--- config.mk ---
export PLATFORM = sky130hd
export DESIGN_NAME = wrs_top
export DESIGN_NICKNAME = d
export VERILOG_FILES = /design/src/design/wrs_pkg.sv /design/src/design/wrs_top.sv
export VERILOG_INCLUDE_DIRS = /design/src /design/src/design
export SDC_FILE = /design/constraint.sdc
export NUM_CORES = 1
export LEC_CHECK = 0
export BUFFER_PORTS_ARGS = -buffer_cell sky130_fd_sc_hd__buf_2
export CORE_ASPECT_RATIO = 0.5
export CORE_MARGIN = 5
export CORE_UTILIZATION = 55
export CTS_CLUSTER_SIZE = 12
export DETAILED_ROUTE_END_ITERATION = 12
export PLACE_DENSITY = 0.74
export SLEW_MARGIN = 10
export SYNTH_ARGS = -nofsm -noshare
export SYNTH_HDL_FRONTEND = slang
export SYNTH_SLANG_ARGS = --single-unit
export TNS_END_PERCENT = 20
--- constraint.sdc ---
create_clock -name clk_i -period 10.9 [get_ports clk_i]
set_clock_uncertainty 0.05 [all_clocks]
set_input_delay 0.545 -clock clk_i [delete_from_list [all_inputs] [get_ports clk_i]]
set_output_delay 0.545 -clock clk_i [all_outputs]
set_load 0.1 [all_outputs]
--- src/design/wrs_cfg.svh ---
`ifndef WRS_CFG_SVH
`define WRS_CFG_SVH

// ----------------------------------------
// Register offsets (byte addresses)
// ----------------------------------------
`define WRS_OFS_CTRL 8'h00
`define WRS_OFS_WAKE 8'h04
`define WRS_OFS_RETX 8'h08
`define WRS_OFS_THR 8'h0c
`define WRS_OFS_DLY 8'h10
`define WRS_OFS_STAT 8'h14

// ----------------------------------------
// Field positions
// ----------------------------------------
`define WRS_CTRL_WAKE_OVR 0
`define WRS_CTRL_RETX_OVR 1
`define WRS_CTRL_RES_OPT 2
`define WRS_CTRL_AD2_INT 3
`define WRS_CTRL_SCO_INV 4
`define WRS_CTRL_EDGE0 8
`define WRS_CTRL_EDGE1 10
`define WRS_CTRL_MASK 16
`define WRS_THR0_POS 0
`define WRS_THR1_POS 12
`define WRS_THR2_POS 24

// ----------------------------------------
// Reset values and wake period clamp
// ----------------------------------------
`define WRS_CTRL_RST 32'h00000f00
`define WRS_WAKE_RST 16'h0001
`define WRS_RETX_MIN_RST 8'h01
`define WRS_RETX_MAX_RST 8'h01
`define WRS_THR0_RST 10'h006
`define WRS_THR1_RST 8'h05
`define WRS_THR2_RST 8'h0e
`define WRS_DLY_RST 8'h01
`define WRS_WAKE_MAX 16'hfffe

// ----------------------------------------
// Strap-selected periods and intervals
// ----------------------------------------
`define WRS_PER_A 16'h0001
`define WRS_PER_B 16'h000a
`define WRS_PER_C 16'h0064
`define WRS_RTX_B_MIN 8'h07
`define WRS_RTX_B_MAX 8'h0e
`define WRS_RTX_C_MIN 8'h46
`define WRS_RTX_C_MAX 8'h8c

// ----------------------------------------
// Timing
// ----------------------------------------
`define WRS_CLK_HZ 250000000
`define WRS_TICK_S 1
`define WRS_STEP_MS 2
`define WRS_SEC_CYC (`WRS_TICK_S * `WRS_CLK_HZ)
`define WRS_STEP_CYC (`WRS_STEP_MS * (`WRS_CLK_HZ / 1000))

`endif

--- src/design/wrs_pkg.sv ---
package wrs_pkg;

   typedef enum logic [1:0] {
      WRS_OFF = 2'b00,
      WRS_RUN = 2'b01,
      WRS_SHDN = 2'b11
   } wrs_pwr_t;

   typedef struct packed {
      logic cyc;
      logic stb;
      logic we;
      logic [7:0] adr;
      logic [3:0] sel;
      logic [31:0] dat;
   } wrs_wb_req_t;

   typedef struct packed {
      logic res_opt;
      logic ad2_int;
      logic [9:0] thr0;
      logic [7:0] thr1;
      logic [7:0] thr2;
      logic [3:0] di_mask;
   } wrs_acfg_t;

   typedef struct packed {
      logic above_on;
      logic at_off;
      logic deep_sleep;
      logic ext_reset_n;
      logic alert0;
      logic alert1;
      logic cyc0;
      logic cyc1;
      logic rtx0;
      logic rtx1;
   } wrs_pins_t;

endpackage

--- src/design/wrs_top.sv ---
// Functional notes
// - Above turn-on: enable regulator, watchdog, alert circuitry
// - At or below turn-off: start shutdown
// - Charge output floats until first turn-on
// - Below turn-off: charge output driven low
// - Charge output frozen during deep sleep
// - Cycle straps sampled each wake pick period
// - Retransmit counter counts timer wakes, sends at zero
// - Retransmit straps pick interval or never
// - Alert wake sends a telegram only on a selected edge
// - Reload counter randomly after every transmission
// - Programmed settings override strap settings
// - Programmed settings load only after reset
// - Programmed wake period 1 to 65534 s
// - Min/max interval; equal disables randomness
// - Per-channel thresholds with defaults 6/5/14
// - Resolution option 10/6/8 bits, default 8
// - Digital input mask, default none masked
// - Channel two source: pin or quarter supply
// - Sensor power polarity invertible
// - Alert edges wake; edge choice gates telegram
//
// Our own choices: the register offsets and the Wishbone slave port.
`timescale 1ns/1ps
`default_nettype none
`include "wrs_cfg.svh"

module wrs_top #(
   parameter int unsigned SEC_CYCLES = `WRS_SEC_CYC,
   parameter int unsigned STEP_CYCLES = `WRS_STEP_CYC
) (
   input wire logic clk_i, // 250 MHz
   input wire logic rst_i, // Sync, active high
   input wire wrs_pkg::wrs_wb_req_t wb_req_i, // Wishbone request
   output logic wb_ack_o, // Wishbone ack
   output logic [31:0] wb_dat_o, // Wishbone read data
   input wire wrs_pkg::wrs_pins_t pins_i, // Asynchronous pins
   output logic ulp_enable_o, // Regulator, watchdog, alert enable
   output logic shutdown_o, // Shutdown in progress
   output logic charge_control_output_o, // Charge pin level
   output logic charge_control_output_oe_n_o, // Low while driven
   output logic wake_o, // Wake-up pulse
   output logic telegram_o, // Transmit request pulse
   output logic sensor_power_control_o, // Sensor supply switch
   output logic sample_o, // Sampling moment pulse
   output wrs_pkg::wrs_acfg_t acfg_o // Active analog settings
);
   import wrs_pkg::*;

   // ----------------------------------------
   // Helpers
   // ----------------------------------------
   function automatic logic [31:0] merge(input logic [31:0] old, input logic [31:0] nw,
                                         input logic [3:0] sel);
      logic [31:0] r;
      r = old;
      for (int i = 0; i < 4; i++) begin
         if (sel[i]) begin
            r[i*8 +: 8] = nw[i*8 +: 8];
         end
      end
      return r;
   endfunction

   // Value in [lo, hi] from a random byte, no divider needed
   function automatic logic [7:0] pick(input logic [7:0] lo, input logic [7:0] hi,
                                       input logic [7:0] rnd);
      logic [8:0] span;
      logic [16:0] prod;
      span = {1'b0, hi} - {1'b0, lo} + 9'h001;
      prod = {8'h00, span} * {9'h000, rnd};
      return lo + prod[15:8];
   endfunction

   // Edge select: bit0 rising, bit1 falling
   function automatic logic edge_hit(input logic [1:0] es, input logic now, input logic was);
      return (es[0] & now & ~was) | (es[1] & ~now & was);
   endfunction

   // ----------------------------------------
   // Pin synchronisers
   // ----------------------------------------
   localparam int NP = $bits(wrs_pins_t);
   logic [NP-1:0] s1_q, s2_q, s3_q, pf_q;
   wrs_pins_t pin;
   assign pin = wrs_pins_t'(pf_q);

   always_ff @(posedge clk_i) begin
      s1_q <= pins_i;
      s2_q <= s1_q;
      s3_q <= s2_q;
      for (int i = 0; i < NP; i++) begin
         if (s2_q[i] == s3_q[i]) begin
            pf_q[i] <= s3_q[i];
         end
      end
   end

   // ----------------------------------------
   // Programmed configuration area
   // ----------------------------------------
   logic [31:0] ctrl_q;
   logic [15:0] wake_per_q;
   logic [7:0] rmin_q, rmax_q;
   logic [31:0] thr_q;
   logic [7:0] dly_q;

   wire wb_go = wb_req_i.cyc & wb_req_i.stb & ~wb_ack_o;
   wire wb_wr = wb_go & wb_req_i.we;
   wire hit_ctrl = wb_req_i.adr == `WRS_OFS_CTRL;
   wire hit_wake = wb_req_i.adr == `WRS_OFS_WAKE;
   wire hit_retx = wb_req_i.adr == `WRS_OFS_RETX;
   wire hit_thr = wb_req_i.adr == `WRS_OFS_THR;
   wire hit_dly = wb_req_i.adr == `WRS_OFS_DLY;
   wire hit_stat = wb_req_i.adr == `WRS_OFS_STAT;
   wire [31:0] wake_new = merge({16'h0000, wake_per_q}, wb_req_i.dat, wb_req_i.sel);
   wire [31:0] retx_new = merge({16'h0000, rmax_q, rmin_q}, wb_req_i.dat, wb_req_i.sel);
   wire [31:0] dly_new = merge({24'h000000, dly_q}, wb_req_i.dat, wb_req_i.sel);
   // Out-of-range periods are clamped so the timer always has a legal value
   wire [15:0] wake_clip = (wake_new[15:0] == 16'h0000) ? 16'h0001 :
                           (wake_new[15:0] > `WRS_WAKE_MAX) ? `WRS_WAKE_MAX : wake_new[15:0];

   always_ff @(posedge clk_i) begin
      if (rst_i) begin
         ctrl_q <= `WRS_CTRL_RST;
         wake_per_q <= `WRS_WAKE_RST;
         rmin_q <= `WRS_RETX_MIN_RST;
         rmax_q <= `WRS_RETX_MAX_RST;
         thr_q <= {`WRS_THR2_RST, 4'h0, `WRS_THR1_RST, 2'h0, `WRS_THR0_RST};
         dly_q <= `WRS_DLY_RST;
      end else if (wb_wr) begin
         if (hit_ctrl) ctrl_q <= merge(ctrl_q, wb_req_i.dat, wb_req_i.sel);
         if (hit_wake) wake_per_q <= wake_clip;
         if (hit_retx) begin
            rmin_q <= retx_new[7:0];
            // Max below min would wrap the span; hold max at min instead
            rmax_q <= (retx_new[15:8] < retx_new[7:0]) ? retx_new[7:0] : retx_new[15:8];
         end
         if (hit_thr) thr_q <= merge(thr_q, wb_req_i.dat, wb_req_i.sel);
         if (hit_dly) dly_q <= dly_new[7:0];
      end
   end

   // ----------------------------------------
   // Active configuration, loaded at reset only
   // ----------------------------------------
   logic load_q, xrst_q;
   logic [31:0] act_ctrl_q;
   logic [15:0] act_wake_q;
   logic [7:0] act_rmin_q, act_rmax_q, act_dly_q;
   wire ext_rst_rel = pin.ext_reset_n & ~xrst_q;
   wire do_load = load_q | ext_rst_rel;

   always_ff @(posedge clk_i) begin
      if (rst_i) begin
         load_q <= 1'b1;
         xrst_q <= 1'b1;
         act_ctrl_q <= 32'h00000000;
         act_wake_q <= `WRS_WAKE_RST;
         act_rmin_q <= `WRS_RETX_MIN_RST;
         act_rmax_q <= `WRS_RETX_MAX_RST;
         act_dly_q <= `WRS_DLY_RST;
         acfg_o <= '0;
      end else begin
         load_q <= 1'b0;
         xrst_q <= pin.ext_reset_n;
         if (do_load) begin
            act_ctrl_q <= ctrl_q;
            act_wake_q <= wake_per_q;
            act_rmin_q <= rmin_q;
            act_rmax_q <= rmax_q;
            act_dly_q <= dly_q;
            acfg_o.res_opt <= ctrl_q[`WRS_CTRL_RES_OPT];
            acfg_o.ad2_int <= ctrl_q[`WRS_CTRL_AD2_INT];
            acfg_o.thr0 <= thr_q[`WRS_THR0_POS +: 10];
            acfg_o.thr1 <= thr_q[`WRS_THR1_POS +: 8];
            acfg_o.thr2 <= thr_q[`WRS_THR2_POS +: 8];
            acfg_o.di_mask <= ctrl_q[`WRS_CTRL_MASK +: 4];
         end
      end
   end

   // ----------------------------------------
   // Threshold detector and charge output
   // ----------------------------------------
   wrs_pwr_t pwr_q;
   logic started_q;

   always_ff @(posedge clk_i) begin
      if (rst_i) begin
         pwr_q <= WRS_OFF;
         started_q <= 1'b0;
         ulp_enable_o <= 1'b0;
         shutdown_o <= 1'b0;
         charge_control_output_o <= 1'b0;
         charge_control_output_oe_n_o <= 1'b1;
      end else begin
         case (pwr_q)
            WRS_OFF: begin
               if (pin.above_on) pwr_q <= WRS_RUN;
            end
            WRS_RUN: begin
               if (pin.at_off) pwr_q <= WRS_SHDN;
            end
            WRS_SHDN: begin
               if (pin.above_on) pwr_q <= WRS_RUN;
            end
            default: pwr_q <= WRS_OFF;
         endcase
         ulp_enable_o <= pin.above_on | (pwr_q == WRS_RUN & ~pin.at_off);
         shutdown_o <= pin.at_off & (pwr_q != WRS_OFF);
         if (pin.above_on) started_q <= 1'b1;
         if (!pin.deep_sleep) begin
            if (started_q | pin.above_on) begin
               charge_control_output_oe_n_o <= 1'b0;
               charge_control_output_o <= pin.above_on & ~pin.at_off;
            end
         end
      end
   end

   // ----------------------------------------
   // Wake-up timer
   // ----------------------------------------
   logic [31:0] pre_q;
   logic [15:0] sec_q;
   logic [15:0] per_q;
   logic al0_q, al1_q;
   logic [1:0] pin_rtx_q;
   // Raw comparator too, so no wake leaves while the enable is dropping
   wire running = (pwr_q == WRS_RUN) & ~pin.at_off;
   wire tick = running & (pre_q == SEC_CYCLES - 1);
   wire timer_wake = tick & (per_q != 16'h0000) & (sec_q + 16'h0001 >= per_q);
   wire al0_chg = running & (pin.alert0 != al0_q);
   wire al1_chg = running & (pin.alert1 != al1_q);
   wire alert_wake = al0_chg | al1_chg;
   wire alert_tx = (al0_chg & edge_hit(act_ctrl_q[`WRS_CTRL_EDGE0 +: 2], pin.alert0, al0_q)) |
                   (al1_chg & edge_hit(act_ctrl_q[`WRS_CTRL_EDGE1 +: 2], pin.alert1, al1_q));
   wire any_wake = timer_wake | alert_wake;
   // Straps read 1 when open (pulled up), 0 when grounded
   wire [15:0] strap_per = ({pin.cyc1, pin.cyc0} == 2'b11) ? `WRS_PER_A :
                           ({pin.cyc1, pin.cyc0} == 2'b10) ? `WRS_PER_B :
                           ({pin.cyc1, pin.cyc0} == 2'b01) ? `WRS_PER_C : 16'h0000;
   // At a load the fresh settings win over the stale active copy
   wire [31:0] cfg_ctrl = do_load ? ctrl_q : act_ctrl_q;
   wire [15:0] cfg_wake = do_load ? wake_per_q : act_wake_q;
   wire [15:0] next_per = cfg_ctrl[`WRS_CTRL_WAKE_OVR] ? cfg_wake : strap_per;

   always_ff @(posedge clk_i) begin
      if (rst_i) begin
         pre_q <= 32'h00000000;
         sec_q <= 16'h0000;
         per_q <= 16'h0000;
         al0_q <= 1'b0;
         al1_q <= 1'b0;
         pin_rtx_q <= 2'b00;
      end else begin
         al0_q <= pin.alert0;
         al1_q <= pin.alert1;
         pre_q <= (~running | tick) ? 32'h00000000 : pre_q + 32'h00000001;
         if (any_wake | do_load | ~running) begin
            sec_q <= 16'h0000;
            per_q <= next_per;
            pin_rtx_q <= {pin.rtx1, pin.rtx0};
         end else if (tick) begin
            sec_q <= sec_q + 16'h0001;
         end
      end
   end

   // ----------------------------------------
   // Redundant retransmission counter
   // ----------------------------------------
   logic [15:0] lfsr_q;
   logic [7:0] rcnt_q;
   wire rtx_never = ~cfg_ctrl[`WRS_CTRL_RETX_OVR] & (pin_rtx_q == 2'b00);
   wire [7:0] lo = cfg_ctrl[`WRS_CTRL_RETX_OVR] ? (do_load ? rmin_q : act_rmin_q) :
                   (pin_rtx_q == 2'b10) ? `WRS_RTX_B_MIN :
                   (pin_rtx_q == 2'b01) ? `WRS_RTX_C_MIN : 8'h01;
   wire [7:0] hi = cfg_ctrl[`WRS_CTRL_RETX_OVR] ? (do_load ? rmax_q : act_rmax_q) :
                   (pin_rtx_q == 2'b10) ? `WRS_RTX_B_MAX :
                   (pin_rtx_q == 2'b01) ? `WRS_RTX_C_MAX : 8'h01;
   wire [7:0] reload = pick(lo, hi, lfsr_q[7:0]);
   wire rtx_fire = timer_wake & ~rtx_never & (rcnt_q <= 8'h01);
   wire tx = rtx_fire | alert_tx;

   always_ff @(posedge clk_i) begin
      if (rst_i) begin
         lfsr_q <= 16'hace1;
         rcnt_q <= 8'h01;
      end else begin
         // Keeps stepping in every state so reloads stay uncorrelated
         lfsr_q <= {lfsr_q[14:0], lfsr_q[15] ^ lfsr_q[13] ^ lfsr_q[12] ^ lfsr_q[10]};
         if (tx | do_load) begin
            rcnt_q <= (reload == 8'h00) ? 8'h01 : reload;
         end else if (timer_wake & ~rtx_never) begin
            rcnt_q <= rcnt_q - 8'h01;
         end
      end
   end

   // ----------------------------------------
   // Sensor power and sampling
   // ----------------------------------------
   logic sco_on_q;
   logic [31:0] stp_q;
   logic [7:0] nstep_q;
   wire step_end = stp_q == STEP_CYCLES - 1;
   wire dly_done = sco_on_q & (nstep_q == act_dly_q);

   always_ff @(posedge clk_i) begin
      if (rst_i) begin
         sco_on_q <= 1'b0;
         stp_q <= 32'h00000000;
         nstep_q <= 8'h00;
         wake_o <= 1'b0;
         telegram_o <= 1'b0;
         sample_o <= 1'b0;
         sensor_power_control_o <= 1'b0;
      end else begin
         wake_o <= any_wake;
         telegram_o <= tx;
         sample_o <= dly_done & ~any_wake;
         if (any_wake) begin
            // A new wake restarts the delay rather than stacking samples
            sco_on_q <= 1'b1;
            stp_q <= 32'h00000000;
            nstep_q <= 8'h00;
         end else if (dly_done) begin
            sco_on_q <= 1'b0;
         end else if (sco_on_q) begin
            stp_q <= step_end ? 32'h00000000 : stp_q + 32'h00000001;
            if (step_end) nstep_q <= nstep_q + 8'h01;
         end
         sensor_power_control_o <= (sco_on_q & ~dly_done) ^ act_ctrl_q[`WRS_CTRL_SCO_INV];
      end
   end

   // ----------------------------------------
   // Wishbone read and acknowledge
   // ----------------------------------------
   wire [31:0] stat = {8'h00, rcnt_q, 8'h00, 3'b000, started_q, pwr_q, pin.at_off, pin.above_on};
   wire [31:0] rd = hit_ctrl ? ctrl_q :
                    hit_wake ? {16'h0000, wake_per_q} :
                    hit_retx ? {16'h0000, rmax_q, rmin_q} :
                    hit_thr ? thr_q :
                    hit_dly ? {24'h000000, dly_q} :
                    hit_stat ? stat : 32'h00000000;

   always_ff @(posedge clk_i) begin
      if (rst_i) begin
         wb_ack_o <= 1'b0;
         wb_dat_o <= 32'h00000000;
      end else begin
         wb_ack_o <= wb_go;
         wb_dat_o <= wb_go ? rd : 32'h00000000;
      end
   end

endmodule // wrs_top

`default_nettype wire

== Word level (Yosys, flattened, before mapping) ==
Cells that the tools add are included.
Word-level totals
  logic and storage cells: 229
  register bits after elaboration: 407
Operators by class
  $lt $le $gt $ge: 4
  bitwise logic cells: 59
  $mul: 1
  equality and inequality tests: 29
  add/subtract/negate cells: 8
  multiplexer cells: 37
  reductions and logical operators: 29
Operators with widths (number)
  two-way mux 32 bit: 5
  two-way mux 8 bit: 14
  adder 32 x 1 -> 32 bit, second input constant: 2
  two-way mux 16 bit: 4
  two-way mux 24 bit: 2
  two-way mux 7 bit: 5
  equality test 32 x 19 -> 1 bit, second input constant: 1
  equality test 32 x 28 -> 1 bit, second input constant: 1
  AND reduction 3 bit: 10
  AND 1 bit: 28
  adder 16 x 1 -> 16 bit, second input constant: 1
  equality test 8 x 4 -> 1 bit, second input constant: 2
  equality test 8 x 5 -> 1 bit, second input constant: 2
  greater-or-equal comparator 16 bit: 1
  > comparator 16 bit, second input constant: 1
  logical NOT 16 bit: 1
  logical NOT 8 bit: 2
  multiplier 9 x 8 -> 16 bit: 1
  nonzero test 16 bit: 1
  NOT 1 bit: 14
  bitwise OR 1 bit: 13
  equality test 1 bit: 10
  AND reduction 2 bit: 5
  OR reduction 2 bit: 5
  other kinds (20): 36

== Logic depth before layout (Yosys ltp) ==
  depth in word-level cells: 12
  depth in mapped cells: 39

== Worst setup path before layout ==
Ideal clock, no wire load.
  path kind: reg2reg
  from: register pf_q[6]
  to: register rcnt_q[0]
  path slack: 2.175 ns
  required time: 10.728 ns
  period minus slack after synthesis: 8.725 ns
  stages on the path, launching flop included: 38
  arrival: 8.552 ns
  library setup time: 0.122 ns
  cells stage by stage: edfxtp_1 a21oi_1 clkbuf_1 buf_1 clkbuf_1 nand2_1 nand3_1 o21ai_0 ha_1 inv_1 ha_1 fa_1 a21o_1 a21oi_1 o21bai_1 a21oi_1 xnor2_1 and2_1 [... 2 more ...] fa_1 inv_1 fa_1 inv_1 ha_1 nand2_1 o41a_1 nand2b_1 a21boi_0 nor2_1 xnor2_1 ha_1 nand3_1 o211ai_1 o41ai_1 xnor3_1 xnor2_1 a311o_1
On the way
  word-level cells in the longest chain between the ends: 11
  elaborated cells on any way between the ends: 22
  those cells by class: add/sub: 3; mul: 1; mux: 7; bitwise: 9; reduce/logical: 2
Ends and longest elaborated chain
  start: declaration: line wrs_top.sv:84  | logic [NP-1:0] s1_q, s2_q, s3_q, pf_q;
  start signal: indexed assignment: line wrs_top.sv:94  | pf_q[i] <= s3_q[i];
  AND 1 bit *: line wrs_top.sv:151  | wire ext_rst_rel = pin.ext_reset_n & ~xrst_q;
  bitwise OR 1 bit *: line wrs_top.sv:152  | wire do_load = load_q | ext_rst_rel;
  two-way mux 8 bit / two-way mux 2 bit (equally long branches)
  two-way mux 8 bit, or another cell as far along: line wrs_top.sv:280  | wire [7:0] hi = cfg_ctrl[`WRS_CTRL_RETX_OVR] ? (do_load ? rmax_q : act_rmax_q) :
  subtractor 8 x 8 -> 9 bit / AND 1 bit (equally long branches): line wrs_top.sv:70, wrs_top.sv:276
  adder 9 x 1 -> 9 bit / NOT 1 bit (equally long branches): line wrs_top.sv:70, wrs_top.sv:284, wrs_top.sv:296
  multiplier 9 x 8 -> 16 bit / AND 1 bit (equally long branches): line wrs_top.sv:71, wrs_top.sv:284, wrs_top.sv:296
  adder 8 bit / AND 1 bit (equally long branches): line wrs_top.sv:72, wrs_top.sv:284
  logical NOT 8 bit / bitwise OR 1 bit (equally long branches): line wrs_top.sv:295, wrs_top.sv:285
  two-way mux 8 bit / bitwise OR 1 bit (equally long branches): line wrs_top.sv:295, wrs_top.sv:294
  two-way mux 8 bit / nonzero test 2 bit (equally long branches)
  end signal: assignment: line wrs_top.sv:295  | rcnt_q <= (reload == 8'h00) ? 8'h01 : reload;
  end signal: assignment: line wrs_top.sv:297  | rcnt_q <= rcnt_q - 8'h01;
  end: declaration: line wrs_top.sv:275  | logic [7:0] rcnt_q;
Mark *: on every way between the ends. The rest lies on a longest branch, timed or not.
A chain may end at the register's enable or synchronous reset.

== Worst setup path after layout ==
Ends and elaborated chain as after synthesis.

==> metrics.yaml <==
setup.worst_path.end_class: "register"
cts.sinks: 402
antenna_left: 0
syn_avg_cell_area_um2: 9.03
instances_no_fill: 2734
vias: 15500
fin_ws_ns: 1.81
ctsHoldBuffers: 0
dr.pass1.iters: 6
tritoncts: "built"
synth_top_area_cell: "dfxtp_1"
dpl.hpwl_mm: 34.0
numCtsBuffers: 39
final-seq-area_mm2: 0.00815
power.leakage_uw: 0.00840
synthDistinctLibCells: 75
crit_type: "register to register"
die-height_um: 143
via_per_inst: 5.68
fp-row-count: 48
cts_root_buffer: "clkbuf_16"
gp_congestion: 0.908
cts_resized: 0
synth-async-reset-ratio_pct: 0
hold_viol: 0
synthTopCellsByCount: "dfxtp_1 (392), nor2_1 (297), nand2_1 (223)"
max_freq_ghz: 0.110
h-tree-depth: 2
finalSetupTns_ns: 0
syn_inst: 2162
drc: 0
wl_per_cell_um: 17.6
ys.flop_type: "dfxtp_1"
yosys-top-cells-area: "dfxtp_1 (40%), mux2i_1 (6.9%), ha_1 (5.8%)"
clk_pin_slew_ns: 0.06
drtIter0Drc: 1347
status: "finished, final reports clean"
cp.required_ns: 11.28
grt_pass1_vias: 14900
multi_input_comb_area_mm2: 0.0106
report.final.slew_viol_count: 0
synth_top_area_share_pct: 40.2
ys_seq_area_share_pct: 41.7
drive_above_1_share_pct: 9.93
antenna_found_initial: 4
hp-class: "primary input to register"
worstPathArrival_ns: 9.47
period_share_pct: 83.4
grt_overflow: 0
synth_most_common_cell: "dfxtp_1"
placed_cells: 2678
die_w_um: 276
cts_max_path_buffers: 3
grt_max_degree: 106
power_density_mw_per_mm2: 227
worst_setup_path_start_kind: "register"
initial_core_util_pct: 56.2
ios: 132
synth_edf_count: 10
syn_nets: 2353
final-setup-viol-count: 0
nFillCells: 3000
drv_cap: 0
post_cts_buffers: 0
critPathMaxFanout: 14
rsz0062_at_grt: "false"
ys_seq_elements: 402
dp_slack_ns: 1.78
core_area_mm2: 0.0348
fin_crit_ns: 9.09
wl_mm: 48.0
yosysWarnings: 0
syn_to_final_growth_pct: 10.5
vdd.ir_drop.worst_uv: 364
netlist_area_mm2: 0.0195
slew_headroom_pct: 22.2
fin_nets: 2435
worst_slew_pin_slew_ns: 1.13
grt_pass1_wl_mm: 77.3
io_buffers: 131
clock_latency_ns: 0.56
slowest_delay_ns: 0.98
cp_slowest_cell: "mux2i_1"
grt_usage_pct: 23.5
fp.dieArea_mm2: 0.0396
[power breakdown]
part           switching, uW  leakage [uW]  internal, uW
sequential              43.2       0.00328          1520
clock                    557      0.000520           663
combinational           1200       0.00460           921
[kinds of logic after synthesis]
family | Yosys count | synth area share (%)
simple gates | 849 | 20.5
flops | 402 | 41.7
compound gates | 278 | 9.42
buf+inv | 212 | 4.18
mux | 148 | 7.67
xor+xnor | 141 | 6.39
fa+ha+maj | 132 | 10.1
[flip-flops by register name, summed over array words and instances, names as in the netlist, 16 cells and up]
name        cells
thr_q          32
sec_q          16
wb_dat_o       32
act_wake_q     16
pre_q          32
per_q          16
lfsr_q         16
acfg_o         30
stp_q          32
wake_per_q     16
ctrl_q         32
[critical path: cells and delay by family (launching register included)]
kind                       cells  cell delay (ns)
DFF                            1             0.44
xor gates and xnor gates       4             0.86
adders and majority gates      8             3.22
muxes                          1             0.98
and+or+nand+nor                6             0.84
buffers and inverters          3             0.21
AOI/OAI and AO/OA             10             2.37
[final timing paths]
check                         start                endpoint  slack [ns]  cells past startpoint
setup / recovery  pf_q[6]$_DFFE_PN_  rcnt_q[0]$_SDFFE_PP1P_        1.81                     32
hold / removal            pins_i[5]         s1_q[5]$_DFF_P_        0.05                      1
setup reg to reg  pf_q[6]$_DFFE_PN_  rcnt_q[0]$_SDFFE_PP1P_        1.81                     32
hold reg to reg     s1_q[7]$_DFF_P_         s2_q[7]$_DFF_P_        0.28                      0
[routing by layer]
metal | vias up | global-route usage, % | wire, um
li1 | 7534 | - | -
met1 | 7428 | 32.6 | 22200
met2 | 481 | 38.0 | 21400
met3 | 76 | 4.57 | 3320
met4 | 0 | 6.43 | 1070
met5 | - | 0 | 0
[cell usage in the layout, fill, tap and decap left out, types with 7 or more instances in the layout]
cell       netlist  layout
dfxtp_1        392     392
nor2_1         297     297
nand2_1        223     223
mux2i_1        135     135
buf_2            4     130
inv_1          106     106
a21oi_1        106     105
xnor2_1         91      91
ha_1            90      90
nand3_1         62      62
and2_1          58      58
xor2_1          49      49
fa_1            42      42
clkbuf_16        0      39
nor3_1          31      31
nand4_1         30      30
nor4_1          29      29
o21ai_0         28      28
and3_1          24      24
nor2b_1         20      20
a22oi_1         19      19
buf_4            2      15
mux2_2          13      13
a211oi_1        13      13
nand2b_1        12      12
o211ai_1        11      11
or3_1           11      11
or2_2           11      11
o22ai_1         10      10
edfxtp_1        10      10
o21a_1           9       9
clkbuf_1        89       9
o22a_1           8       8
a22o_1           8       8
and4_1           7       7
[cell type report]
| type | instances | area share [%] |
|---|---|---|
| repair buffers | 146 | 3.59 |
| flip-flops and latches | 402 | 37.7 |
| multi-input cells | 1548 | 49.1 |
| clock inverters | 2 | 0.133 |
| inverters | 107 | 1.86 |
| well taps | 475 | 2.75 |
| diodes | 4 | 0.0464 |
| clock buffers | 50 | 4.81 |
[metrics by stage]
stage                     power (uW)  utilization [%]  area, um2  hold slack [ns]
after detailed placement        3700             59.0      20500            0.262
final                           4900             62.1      21600           0.0524
after global routing            5240             62.1      21600           0.0384
after floorplan                 3240                -      19500            0.260
after global placement          3630             59.0      20500            0.259
after CTS                       4920             62.0      21600           0.0367
No activity file was read; power rests on OpenSTA's default activity.
